`src/motion_event_params.svh`:
```
// Constants for the motion event detection and wake control block
`ifndef MOTION_EVENT_PARAMS_SVH
`define MOTION_EVENT_PARAMS_SVH

// APB register byte offsets
`define REG_CTRL        12'h000
`define REG_BUF_GATE    12'h004
`define REG_INT_EN      12'h008
`define REG_INT_ROUTE   12'h00c
`define REG_INT_SRC     12'h010
`define REG_SLEEP_TMO   12'h014
`define REG_MF_CFG      12'h018
`define REG_MF_SRC      12'h01c
`define REG_TR_CFG      12'h020
`define REG_TR_THS      12'h024
`define REG_TR_CNT      12'h028
`define REG_TR_SRC      12'h02c
`define REG_TAP_CFG     12'h030
`define REG_TAP_THS     12'h034
`define REG_TAP_TMR     12'h038
`define REG_TAP_SRC     12'h03c
`define REG_ORI_CFG     12'h040
`define REG_ORI_SRC     12'h044
`define REG_STATUS      12'h048

// Interrupt source bit positions
`define SRC_DRDY   0
`define SRC_MF     2
`define SRC_TAP    3
`define SRC_ORI    4
`define SRC_TR     5
`define SRC_BUF    6
`define SRC_SLEEP  7

// Control bits
`define CTRL_ASLP_EN 0
`define MF_MOTION    0
`define MF_HPF       1
`define TR_BYPASS    0
`define TAP_HPF      0
`define TAP_LPF      1

// Reset values and lockout minimum
`define SLEEP_TMO_RST  8'h10
`define ZLOCK_RST      3'h4
`define ZLOCK_MIN      3'h0
`define HYST_RST       3'h2
`define MID_RST        8'h20

`endif

```
`src/motion_event_pkg.sv`:
```
// Types shared by the motion event detection block
package motion_event_pkg;
	typedef enum logic {PWR_WAKE, PWR_SLEEP} pwr_e;
	typedef enum logic [1:0] {TAP_IDLE, TAP_PULSE, TAP_LAT, TAP_WIN} tap_e;
	typedef struct packed {
		logic signed [13:0] x;
		logic signed [13:0] y;
		logic signed [13:0] z;
	} accel_s;
endpackage : motion_event_pkg

```
`src/motion_event_detect_wake_ctrl.sv`:
```
// Event detection, auto wake/sleep and interrupt pin routing with APB registers
//
// Operation
// - Auto sleep: drop to sleep rate after inactivity timeout expires.
// - Only tap, orientation, motion/freefall, transient events wake the device.
// - Buffer gate holds buffer contents over sleep; buffer never wakes.
// - Wake events and buffer interrupt hold off the inactivity timeout.
// - One detector configurable as freefall (below) or motion (above).
// - Freefall flags when magnitude on enabled axes stays below threshold.
// - Motion has selectable high-pass; freefall always uses unfiltered data.
// - Motion/freefall asserted only after debounce count of samples.
// - Motion source records triggering axes and direction per axis.
// - High-pass cutoff has four settings, scaled by output sample rate.
// - Transient uses filtered data, threshold, debounce; filter bypass option.
// - Transient routing bit 5 of pin routing register picks the pin.
// - Transient config, threshold, debounce, source are four consecutive registers.
// - Transient source reports sign of change per triggering axis.
// - Single/double tap with pulse width, latency timers, per-axis thresholds.
// - Tap input selectable through high-pass and optionally low-pass filter.
// - Tap source updates with axes and polarity of the tap.
// - Orientation resolves six positions with trip midpoint and hysteresis.
// - Orientation frozen below Z-lockout angle; reset 29, minimum 14 degrees.
// - Seven interrupt sources, each enabled and routable to either pin.
// - Enabled source flag set asserts its selected interrupt pin.
`include "motion_event_params.svh"
`timescale 1ns/1ps
`default_nettype none

module motion_event_detect_wake_ctrl #(
	parameter int AW = 12
) (
	input  wire logic                    i_core_clk,
	input  wire logic                    i_resetn,
	input  wire logic                    i_ce,
	input  wire logic                    i_psel,
	input  wire logic                    i_penable,
	input  wire logic                    i_pwrite,
	input  wire logic [AW-1:0]           i_paddr,
	input  wire logic [31:0]             i_pwdata,
	output logic                         o_pready,
	output logic                         o_pslverr,
	output logic [31:0]                  o_prdata,
	input  wire logic                    i_sample_valid,
	input  wire motion_event_pkg::accel_s i_sample,
	input  wire logic                    i_buf_event,
	output logic                         o_sleep_rate,
	output logic                         o_buf_hold,
	output logic                         o_event_pin_one,
	output logic                         o_event_pin_two
);
	if (AW < 8) begin : g_aw_check
		$error("AW too small for register map");
	end

	// Register file
	logic [7:0]  ctrl_r, buf_gate_r, int_en_r, event_pin_routing_reg_r, sleep_tmo_r;
	logic [7:0]  mf_cfg_r, mf_ths_r, mf_cnt_r, mf_src_r;
	logic [7:0]  tr_cfg_r, tr_ths_r, tr_cnt_r, tr_src_r;
	logic [7:0]  tap_cfg_r, tap_src_r, tap_lim_r, tap_lat_r;
	logic [23:0] tap_ths_r;
	logic [7:0]  ori_mid_r, ori_src_r;
	logic [2:0]  ori_hys_r, ori_zlock_r;
	logic [1:0]  hpf_sel_r;
	logic [7:0]  int_src_r;
	motion_event_pkg::pwr_e pwr_r;

	logic wr_en, rd_en;
	assign wr_en = i_ce && i_psel && i_penable && i_pwrite;
	assign rd_en = i_ce && i_psel && i_penable && !i_pwrite;
	assign o_pready = 1'b1;

	logic mapped;
	always_comb begin
		case (i_paddr)
			`REG_CTRL, `REG_BUF_GATE, `REG_INT_EN, `REG_INT_ROUTE, `REG_INT_SRC, `REG_SLEEP_TMO,
			`REG_MF_CFG, `REG_MF_SRC, `REG_TR_CFG, `REG_TR_THS, `REG_TR_CNT, `REG_TR_SRC,
			`REG_TAP_CFG, `REG_TAP_THS, `REG_TAP_TMR, `REG_TAP_SRC, `REG_ORI_CFG,
			`REG_ORI_SRC, `REG_STATUS: mapped = 1'b1;
			default: mapped = 1'b0;
		endcase
	end
	assign o_pslverr = i_psel && i_penable && !mapped;

	always_ff @(posedge i_core_clk or negedge i_resetn) begin
		if (!i_resetn) begin
			ctrl_r <= 8'h00; buf_gate_r <= 8'h00; int_en_r <= 8'h00;
			event_pin_routing_reg_r <= 8'h00; sleep_tmo_r <= `SLEEP_TMO_RST;
			mf_cfg_r <= 8'h00; mf_ths_r <= 8'h00; mf_cnt_r <= 8'h00;
			tr_cfg_r <= 8'h00; tr_ths_r <= 8'h00; tr_cnt_r <= 8'h00;
			tap_cfg_r <= 8'h00; tap_ths_r <= 24'h000000; tap_lim_r <= 8'h00; tap_lat_r <= 8'h00;
			ori_mid_r <= `MID_RST; ori_hys_r <= `HYST_RST; ori_zlock_r <= `ZLOCK_RST;
			hpf_sel_r <= 2'h0;
		end else if (wr_en) begin
			case (i_paddr)
				`REG_CTRL:      {hpf_sel_r, ctrl_r} <= {i_pwdata[9:8], i_pwdata[7:0]};
				`REG_BUF_GATE:  buf_gate_r <= i_pwdata[7:0];
				`REG_INT_EN:    int_en_r <= i_pwdata[7:0];
				`REG_INT_ROUTE: event_pin_routing_reg_r <= i_pwdata[7:0];
				`REG_SLEEP_TMO: sleep_tmo_r <= i_pwdata[7:0];
				`REG_MF_CFG:    {mf_cnt_r, mf_ths_r, mf_cfg_r} <= i_pwdata[23:0];
				`REG_TR_CFG:    tr_cfg_r <= i_pwdata[7:0];
				`REG_TR_THS:    tr_ths_r <= i_pwdata[7:0];
				`REG_TR_CNT:    tr_cnt_r <= i_pwdata[7:0];
				`REG_TAP_CFG:   tap_cfg_r <= i_pwdata[7:0];
				`REG_TAP_THS:   tap_ths_r <= i_pwdata[23:0];
				`REG_TAP_TMR:   {tap_lat_r, tap_lim_r} <= i_pwdata[15:0];
				`REG_ORI_CFG: begin
					ori_mid_r <= i_pwdata[7:0];
					ori_hys_r <= i_pwdata[10:8];
					// Lockout code 0 maps to the 14 degree floor, 4 to the 29 degree default
					ori_zlock_r <= (i_pwdata[14:12] < `ZLOCK_MIN) ? `ZLOCK_MIN : i_pwdata[14:12];
				end
				default: ;
			endcase
		end
	end

	// Source register reads clear the matching latched flag
	logic rd_int_src, rd_mf, rd_tr, rd_tap, rd_ori;
	assign rd_int_src = rd_en && i_paddr == `REG_INT_SRC;
	assign rd_mf      = rd_en && i_paddr == `REG_MF_SRC;
	assign rd_tr      = rd_en && i_paddr == `REG_TR_SRC;
	assign rd_tap     = rd_en && i_paddr == `REG_TAP_SRC;
	assign rd_ori     = rd_en && i_paddr == `REG_ORI_SRC;

	always_ff @(posedge i_core_clk or negedge i_resetn) begin
		if (!i_resetn) begin
			o_prdata <= 32'h0;
		end else if (i_ce && i_psel && !i_penable) begin
			case (i_paddr)
				`REG_CTRL:      o_prdata <= {22'h0, hpf_sel_r, ctrl_r};
				`REG_BUF_GATE:  o_prdata <= {24'h0, buf_gate_r};
				`REG_INT_EN:    o_prdata <= {24'h0, int_en_r};
				`REG_INT_ROUTE: o_prdata <= {24'h0, event_pin_routing_reg_r};
				`REG_INT_SRC:   o_prdata <= {24'h0, int_src_r};
				`REG_SLEEP_TMO: o_prdata <= {24'h0, sleep_tmo_r};
				`REG_MF_CFG:    o_prdata <= {8'h0, mf_cnt_r, mf_ths_r, mf_cfg_r};
				`REG_MF_SRC:    o_prdata <= {24'h0, mf_src_r};
				`REG_TR_CFG:    o_prdata <= {24'h0, tr_cfg_r};
				`REG_TR_THS:    o_prdata <= {24'h0, tr_ths_r};
				`REG_TR_CNT:    o_prdata <= {24'h0, tr_cnt_r};
				`REG_TR_SRC:    o_prdata <= {24'h0, tr_src_r};
				`REG_TAP_CFG:   o_prdata <= {24'h0, tap_cfg_r};
				`REG_TAP_THS:   o_prdata <= {8'h0, tap_ths_r};
				`REG_TAP_TMR:   o_prdata <= {16'h0, tap_lat_r, tap_lim_r};
				`REG_TAP_SRC:   o_prdata <= {24'h0, tap_src_r};
				`REG_ORI_CFG:   o_prdata <= {17'h0, ori_zlock_r, 1'b0, ori_hys_r, ori_mid_r};
				`REG_ORI_SRC:   o_prdata <= {24'h0, ori_src_r};
				`REG_STATUS:    o_prdata <= {31'h0, pwr_r == motion_event_pkg::PWR_SLEEP};
				default:        o_prdata <= 32'h0;
			endcase
		end
	end

	// High-pass filter: first order, shift set by cutoff select; shift is one less in sleep, doubling cutoff per sample
	logic signed [19:0] hp_acc [3];
	logic signed [13:0] raw [3];
	logic signed [13:0] hp [3];
	logic [2:0] hp_shift;
	assign raw[0] = i_sample.x;
	assign raw[1] = i_sample.y;
	assign raw[2] = i_sample.z;
	assign hp_shift = 3'(hpf_sel_r) + 3'h2 + (pwr_r == motion_event_pkg::PWR_SLEEP ? 3'h0 : 3'h1);

	always_ff @(posedge i_core_clk or negedge i_resetn) begin
		if (!i_resetn) begin
			for (int a = 0; a < 3; a++) hp_acc[a] <= 20'sh0;
		end else if (i_ce && i_sample_valid) begin
			for (int a = 0; a < 3; a++)
				hp_acc[a] <= hp_acc[a] + (((20'(raw[a]) <<< 6) - hp_acc[a]) >>> hp_shift);
		end
	end
	always_comb begin
		for (int a = 0; a < 3; a++) hp[a] = 14'(raw[a] - 14'(hp_acc[a] >>> 6));
	end

	function automatic logic [12:0] mag(input logic signed [13:0] v);
		mag = v[13] ? 13'(-v) : v[12:0];
	endfunction

	// Motion / freefall detector
	logic [2:0] mf_ax, mf_dir, tr_ax, tr_dir;
	logic       mf_cond, tr_cond;
	logic [7:0] mf_deb, tr_deb;
	always_comb begin
		mf_ax = 3'h0;
		mf_dir = 3'h0;
		tr_ax = 3'h0;
		tr_dir = 3'h0;
		for (int a = 0; a < 3; a++) begin
			// Freefall ignores the filter select
			logic signed [13:0] v;
			logic signed [13:0] t;
			v = (mf_cfg_r[`MF_MOTION] && mf_cfg_r[`MF_HPF]) ? hp[a] : raw[a];
			mf_ax[a] = mf_cfg_r[`MF_MOTION] ? (mag(v) > {mf_ths_r, 5'h0}) : (mag(v) < {mf_ths_r, 5'h0});
			mf_dir[a] = v[13];
			t = tr_cfg_r[`TR_BYPASS] ? raw[a] : hp[a];
			tr_ax[a] = mag(t) > {tr_ths_r, 5'h0};
			tr_dir[a] = t[13];
		end
		mf_ax = mf_ax & mf_cfg_r[5:3];
		tr_ax = tr_ax & tr_cfg_r[3:1];
		// Freefall needs all enabled axes low, motion any one high
		mf_cond = mf_cfg_r[`MF_MOTION] ? |mf_ax : (mf_cfg_r[5:3] != 3'h0 && mf_ax == mf_cfg_r[5:3]);
		tr_cond = |tr_ax;
	end

	logic mf_hit, tr_hit, tap_hit, ori_hit;
	assign mf_hit = i_sample_valid && mf_cond && mf_deb == mf_cnt_r;
	assign tr_hit = i_sample_valid && tr_cond && tr_deb == tr_cnt_r;

	always_ff @(posedge i_core_clk or negedge i_resetn) begin
		if (!i_resetn) begin
			mf_deb <= 8'h0;
			tr_deb <= 8'h0;
		end else if (i_ce && i_sample_valid) begin
			mf_deb <= !mf_cond ? 8'h0 : (mf_deb == mf_cnt_r ? mf_deb : mf_deb + 8'h1);
			tr_deb <= !tr_cond ? 8'h0 : (tr_deb == tr_cnt_r ? tr_deb : tr_deb + 8'h1);
		end
	end

	always_ff @(posedge i_core_clk or negedge i_resetn) begin
		if (!i_resetn) begin
			mf_src_r <= 8'h0;
			tr_src_r <= 8'h0;
		end else if (i_ce) begin
			if (mf_hit) mf_src_r <= {1'b1, 1'b0, mf_ax, mf_dir};
			else if (rd_mf) mf_src_r <= 8'h0;
			if (tr_hit) tr_src_r <= {1'b1, 1'b0, tr_ax, tr_dir};
			else if (rd_tr) tr_src_r <= 8'h0;
		end
	end

	// Tap detector: pulse above threshold must fall within width limit
	motion_event_pkg::tap_e tap_st;
	logic signed [13:0] tap_in [3];
	logic signed [13:0] lp [3];
	logic [2:0] tap_ax, tap_pol, seen_ax, seen_pol;
	logic [7:0] tap_tmr;
	logic       tap_single;
	always_comb begin
		tap_ax = 3'h0;
		tap_pol = 3'h0;
		for (int a = 0; a < 3; a++) begin
			tap_in[a] = tap_cfg_r[`TAP_HPF] ? (tap_cfg_r[`TAP_LPF] ? lp[a] : hp[a]) : raw[a];
			tap_ax[a] = tap_cfg_r[2+a] && mag(tap_in[a]) > {tap_ths_r[a*8 +: 8], 5'h0};
			tap_pol[a] = tap_in[a][13];
		end
	end
	always_ff @(posedge i_core_clk or negedge i_resetn) begin
		if (!i_resetn) begin
			for (int a = 0; a < 3; a++) lp[a] <= 14'sh0;
		end else if (i_ce && i_sample_valid) begin
			for (int a = 0; a < 3; a++) lp[a] <= 14'((15'(lp[a]) + 15'(hp[a])) >>> 1);
		end
	end

	always_ff @(posedge i_core_clk or negedge i_resetn) begin
		if (!i_resetn) begin
			tap_st <= motion_event_pkg::TAP_IDLE;
			tap_tmr <= 8'h0;
			tap_src_r <= 8'h0;
			tap_single <= 1'b0;
			{seen_ax, seen_pol} <= 6'h0;
		end else if (i_ce) begin
			tap_single <= 1'b0;
			if (rd_tap) tap_src_r <= 8'h0;
			if (i_sample_valid) begin
				tap_tmr <= tap_tmr + 8'h1;
				case (tap_st)
					motion_event_pkg::TAP_IDLE: if (|tap_ax) begin
						// Axes and polarity are kept from the pulse start, the quiet sample has none
						{seen_ax, seen_pol} <= {tap_ax, tap_pol};
						tap_st <= motion_event_pkg::TAP_PULSE;
						tap_tmr <= 8'h0;
					end
					motion_event_pkg::TAP_PULSE: begin
						if (tap_tmr >= tap_lim_r) tap_st <= motion_event_pkg::TAP_IDLE;
						else if (!(|tap_ax)) begin
							tap_src_r <= {1'b1, 1'b0, seen_ax, seen_pol};
							tap_single <= 1'b1;
							tap_st <= motion_event_pkg::TAP_LAT;
							tap_tmr <= 8'h0;
						end
					end
					motion_event_pkg::TAP_LAT: if (tap_tmr >= tap_lat_r) begin
						tap_st <= motion_event_pkg::TAP_WIN;
						tap_tmr <= 8'h0;
					end
					motion_event_pkg::TAP_WIN: begin
						if (|tap_ax) begin
							tap_src_r <= {1'b1, 1'b1, tap_ax, tap_pol};  // Double tap
							tap_single <= 1'b1;
							tap_st <= motion_event_pkg::TAP_IDLE;
						end else if (tap_tmr >= tap_lat_r) tap_st <= motion_event_pkg::TAP_IDLE;
					end
					default: tap_st <= motion_event_pkg::TAP_IDLE;
				endcase
			end
		end
	end
	assign tap_hit = tap_single;

	// Orientation: portrait/landscape by dominant axis with hysteresis; back/front by Z sign
	logic [2:0] ori_pos;
	logic [12:0] zlock_lim, trip_hi, trip_lo;
	logic [2:0] ori_new;
	always_comb begin
		// Z lockout: while |Z| is at or above the lockout limit the orientation is held unchanged
		zlock_lim = 13'({ori_zlock_r, 9'h0}) + 13'h0800;
		trip_hi = 13'({ori_mid_r, 5'h0}) + 13'({ori_hys_r, 6'h0});
		trip_lo = 13'({ori_mid_r, 5'h0}) - 13'({ori_hys_r, 6'h0});
		ori_new = ori_pos;
		if (mag(raw[0]) > trip_hi && mag(raw[0]) > mag(raw[1]))
			ori_new = {1'b0, raw[0][13], 1'b0};                                     // Landscape
		else if (mag(raw[1]) > trip_hi && mag(raw[1]) > mag(raw[0]))
			ori_new = {1'b0, raw[1][13], 1'b1};                                     // Portrait
		else if (mag(raw[0]) < trip_lo && mag(raw[1]) < trip_lo)
			ori_new = {1'b1, raw[2][13], ori_pos[0]};                               // Face up/down
	end
	assign ori_hit = i_sample_valid && mag(raw[2]) < zlock_lim && ori_new != ori_pos;
	always_ff @(posedge i_core_clk or negedge i_resetn) begin
		if (!i_resetn) begin
			ori_pos <= 3'h0;
			ori_src_r <= 8'h0;
		end else if (i_ce) begin
			if (ori_hit) begin
				ori_pos <= ori_new;
				ori_src_r <= {1'b1, 4'h0, ori_new};
			end else if (rd_ori) ori_src_r <= {1'b0, ori_src_r[6:0]};
		end
	end

	// Power state with inactivity timer
	logic [7:0] idle_cnt;
	logic       wake_ev, keep_ev, sleep_ev;
	assign wake_ev = (mf_hit && int_en_r[`SRC_MF]) || (tap_hit && int_en_r[`SRC_TAP]) ||
		(ori_hit && int_en_r[`SRC_ORI]) || (tr_hit && int_en_r[`SRC_TR]);
	assign keep_ev = wake_ev || (i_buf_event && int_en_r[`SRC_BUF]);
	assign sleep_ev = ctrl_r[`CTRL_ASLP_EN] && pwr_r == motion_event_pkg::PWR_WAKE &&
		!keep_ev && i_sample_valid && idle_cnt >= sleep_tmo_r;

	always_ff @(posedge i_core_clk or negedge i_resetn) begin
		if (!i_resetn) begin
			pwr_r <= motion_event_pkg::PWR_WAKE;
			idle_cnt <= 8'h0;
		end else if (i_ce) begin
			if (!ctrl_r[`CTRL_ASLP_EN]) begin
				pwr_r <= motion_event_pkg::PWR_WAKE;
				idle_cnt <= 8'h0;
			end else if (keep_ev) begin
				idle_cnt <= 8'h0;
				if (wake_ev) pwr_r <= motion_event_pkg::PWR_WAKE;
			end else if (sleep_ev) begin
				pwr_r <= motion_event_pkg::PWR_SLEEP;
				idle_cnt <= 8'h0;
			end else if (i_sample_valid && pwr_r == motion_event_pkg::PWR_WAKE) begin
				idle_cnt <= idle_cnt + 8'h1;
			end
		end
	end
	assign o_sleep_rate = pwr_r == motion_event_pkg::PWR_SLEEP;
	assign o_buf_hold = buf_gate_r[0] && o_sleep_rate;

	// Interrupt sources: set wins over read clear
	logic [7:0] src_set;
	always_comb begin
		src_set = 8'h0;
		src_set[`SRC_DRDY]  = i_sample_valid;
		src_set[`SRC_MF]    = mf_hit;
		src_set[`SRC_TAP]   = tap_hit;
		src_set[`SRC_ORI]   = ori_hit;
		src_set[`SRC_TR]    = tr_hit;
		src_set[`SRC_BUF]   = i_buf_event;
		src_set[`SRC_SLEEP] = sleep_ev || (wake_ev && o_sleep_rate);
	end
	always_ff @(posedge i_core_clk or negedge i_resetn) begin
		if (!i_resetn) begin
			int_src_r <= 8'h0;
		end else if (i_ce) begin
			int_src_r <= (src_set & int_en_r) |
				(int_src_r & ~({rd_int_src, rd_int_src, rd_tr, rd_ori, rd_tap, rd_mf, 1'b0, rd_int_src}));
		end
	end
	always_ff @(posedge i_core_clk or negedge i_resetn) begin
		if (!i_resetn) begin
			o_event_pin_one <= 1'b0;
			o_event_pin_two <= 1'b0;
		end else if (i_ce) begin
			// Routing bit set sends a source to pin one, clear to pin two
			o_event_pin_one <= |(int_src_r & int_en_r & event_pin_routing_reg_r);
			o_event_pin_two <= |(int_src_r & int_en_r & ~event_pin_routing_reg_r);
		end
	end
endmodule : motion_event_detect_wake_ctrl
`default_nettype wire

```
`config.mk`:
```
export PLATFORM = sky130hd
export DESIGN_NAME = motion_event_detect_wake_ctrl
export DESIGN_NICKNAME = d
export VERILOG_FILES = /design/src/motion_event_pkg.sv /design/src/motion_event_detect_wake_ctrl.sv
export VERILOG_INCLUDE_DIRS = /design/src
export SDC_FILE = /design/constraint.sdc
export NUM_CORES = 2
export LEC_CHECK = 0
export CORE_UTILIZATION = 60
export CTS_BUF_LIST = sky130_fd_sc_hd__clkbuf_4
export DETAILED_ROUTE_END_ITERATION = 10
export DONT_BUFFER_PORTS = 1
export HOLD_SLACK_MARGIN = 0.15
export MAX_ROUTING_LAYER = met4
export PLACE_DENSITY = 0.79
export SETUP_SLACK_MARGIN = 0.05
export SKIP_LAST_GASP = 1
export SYNTH_ARGS = -nofsm -noshare
export SYNTH_HDL_FRONTEND = slang
export SYNTH_SLANG_ARGS = --single-unit
```
`constraint.sdc`:
```
create_clock -name i_core_clk -period 5.7 [get_ports i_core_clk]
set_input_delay 0.57 -clock i_core_clk [delete_from_list [all_inputs] [get_ports i_core_clk]]
set_output_delay 0.57 -clock i_core_clk [all_outputs]
set_load 0.02 [all_outputs]
```
==> impl_results.md <==
- Status: finished, violations left
- Failing checks: negative hold slack
- Largest net degree at the start of global routing: 359
- Initial antenna violation count: 5
- Maxcap violations: 0
- Worst Setup Start Kind: flop
- First-pass GRT wire length: 174 mm
- Final nets: 4918
- Cells after Synth: 4140
- Worst path most repeated cell: buf_4
- Unique masters post-synth: 110
- H-tree levels: 3
- Syn. warnings: 0
- Req. time, crit path: 6500 ps
- Final period util: 0.985
- Final Hold Viols: 358
- Register area share after synthesis: 0.265
- Rows: 86
- Crit path capture type: flop
- Layout cells sized above 1: 0.203
- Buffers on Ports: 0
- Die H: 239 um
- PwrDens: 551 nW/um^2
- CTS root buffer: clkbuf_4
- Critical path data arrival time: 6410 ps
- Vias per std cell: 6.29
- Clk slew on worst S/H paths: 60 ps
- Mean Syn Cell Area: 8.16 um^2
- Fin util: 0.718
- Normalized max-slew margin: 0.235
- Die X: 239 um
- Clock skew: 66.2 ps
- Total gr overflow: 0
- Final Non-Filler Cells: 5332
- Max IR drop VDD: 424 uV
- Storage element area: 8970 um^2
- Async S/R FF share, synth: 1.00
- Core Footprint: 55300 um^2
- Hold buffer count at CTS: 35
- Vias in the first global route: 31700
- Synthesized flop and latch total: 358
- TNS Setup: 0 ps
- Initial Util: 0.611
- GPL Wtd Cong: 1.05
- Synth Flop Type: dfrtp_1
- Filler cell count: 4386
- CTS tree: done
- Dpl hpwl: 83.5 mm
- Die area: 57200 um^2
- Worst hold-check path type: in -> async
- Post-synth EDFFs: 0
- Initial DRC Count: 3380
- Leak: 18.4 nW
- Critical path buffers and inverters: 4
- Hold_ws: -617 ps
- DRT Wirelength: 114 mm
- DR WL/cell: 21.3 um
- Crit path largest cell delay: 520 ps
- Setup violations, final: 0
- FMAX: 0.178 GHz
- DR vias: 33600
- Crit path max fanout: 8
- Cell Area, Synth: 33800 um^2
- Largest cells by area after synthesis: dfrtp_1 26%, ha_1 11%, xnor2_1 5.7%
- DRC viols: 0
- Post-synth top area cell: dfrtp_1
- # placed instances: 5089
- Gr usage total: 0.401
- Clock buffer depth: 3
- Synth top area share: 0.262
- Num ports: 132
- Drt pass-1 iters: 6
- Critical-path top delay cell: or4_4
- Delay-heaviest family, CP: compound AO/OA/AOI/OAI gates
- RSZ-0062 raised after global routing: true
- Least-Margin Pin Slew: 1120 ps
- Multi-input logic area: 23800 um^2
- Fin crit period: 5610 ps
- Post-route ant nets: 0
- Max-slew violations: 0
- Crit path kind: reg -> reg
- Syn-to-layout area delta: 17.6%
- CTS Buf Count: 102
- # clock sinks: 358
- Clock Latency Late Sink: 930 ps
[Yosys cell counts, types with 47 or more instances]
cell type  instances
nand2_1          476
o21ai_0          356
dfrtp_1          354
ha_1             306
nor2_1           294
a21oi_1          263
inv_1            260
xnor2_1          220
clkbuf_1         130
mux2_2           127
mux2i_1          105
nand3_1          105
xor2_1            88
nor3_1            80
a21o_1            78
nand4_1           47
[power by group]
group          switching [W]  internal [W]
Sequential          0.000484       0.00300
Clock                0.00124       0.00136
Combinational        0.00850       0.00729
[cells in the final DEF, fill, tap and decap left out, types with 35 or more instances in the layout]
| cell type | Yosys | routed |
|---|---|---|
| xnor2_1 | 220 | 213 |
| nor2_1 | 294 | 284 |
| o211ai_1 | 40 | 40 |
| inv_1 | 260 | 252 |
| o21ai_0 | 356 | 336 |
| a21oi_1 | 263 | 242 |
| nand2b_1 | 41 | 39 |
| dfrtp_1 | 354 | 351 |
| o31ai_1 | 38 | 35 |
| nand2_1 | 476 | 467 |
| mux2i_1 | 105 | 104 |
| xor2_1 | 88 | 85 |
| buf_4 | 16 | 409 |
| and3_1 | 40 | 36 |
| clkbuf_4 | 0 | 153 |
| a22oi_1 | 45 | 45 |
| a21o_1 | 78 | 78 |
| o21bai_1 | 43 | 42 |
| a31oi_1 | 45 | 39 |
| ha_1 | 306 | 295 |
| mux2_2 | 127 | 125 |
| nand4_1 | 47 | 47 |
| dlygate4sd3_1 | 0 | 35 |
| nand3_1 | 105 | 98 |
| nor3_1 | 80 | 70 |
[sequential cells by signal (all words and copies together), names as in the netlist, 24 cells and up]
| name | flops |
|---|---|
| lp | 42 |
| tap_ths_r | 24 |
| o_prdata | 24 |
| hp_acc | 60 |
[per-layer routing]
metal  part of all wire  vias to the layer above  track usage
met4              0.064                        0        0.227
met2               0.44                     1671        0.610
met5                  0                        -            -
li1                   -                    15700            -
met1               0.40                    15800        0.495
met3              0.097                      410       0.0807
[final cells by class]
cell class / count / share of cell area
repair buffers: 459 / 0.0915
well taps: 748 / 0.0236
clock buffers: 153 / 0.0289
diodes: 5 / 0.000315
multi-input cells: 3320 / 0.600
flip-flops and latches: 358 / 0.226
inverters: 266 / 0.0252
clock inverters: 23 / 0.00476
[worst reg2reg max path, cell delays in order (launching register included)]
cell and delay [ps]:
dfrtp_1 370, ha_2 180, inv_1 60, fa_2 430, xor2_2 180, or2_4 280, o41ai_4 330, buf_4 180
nand2_4 60, nor2_4 110, and3_4 210, a31oi_4 100, xnor2_2 150, ha_1 300, and4_4 210, a221o_1 170
buf_4 120, nand3_1 80, a211o_1 310, o211a_4 300, a2bb2oi_4 160, a32oi_1 130, buf_4 180, a41o_4 250
or4_4 520, a21boi_2 130
[worst paths after layout]
path / start / to / slack (ps) / depth (start not counted)
max: hp_acc[6] / idle_cnt[5] / 90 / 25
min: i_resetn / lp[7] / -620 / 0
max reg2reg: hp_acc[6] / idle_cnt[5] / 90 / 25
min reg2reg: ori_src_r[7] / ori_src_r[7] / 500 / 1
max in group asynchronous: i_resetn / o_event_pin_two / 5680 / 0
min in group i_core_clk: i_paddr[2] / o_prdata[0] / 180 / 4
[logic make-up (layout without fill, tap and decap cells)]
group,Yosys count,after routing,share of synthesized area
and+or+nand+nor,1251,1251,0.172
AOI/OAI and AO/OA,1201,1201,0.231
buffers and inverters,469,901,0.0573
DFF,358,358,0.265
adders and majority gates,317,317,0.120
xor gates and xnor gates,308,308,0.0799
muxes,234,234,0.0745
other,2,14,0.000222
[repair_timing]
| item | in CTS | in global routing |
|---|---|---|
| endpoints found under the setup margin | 60 | 72 |
| pin swaps | 21 | 91 |
| gates resized for setup | 48 | 157 |
| endpoints found under the hold margin | 562 | 358 |
| setup buffers | 9 | 18 |
[through the flow]
step,setup slack [ps],power [W],area (um^2)
global route,-125,0.0237,39700
finish,85.4,0.0219,39700
detailed placement,-401,0.0183,36900
floorplan,59.6,0.0141,33800
global placement,-332,0.0180,36900
CTS,56.1,0.0212,38900
Power figures use the tool's default switching activity.
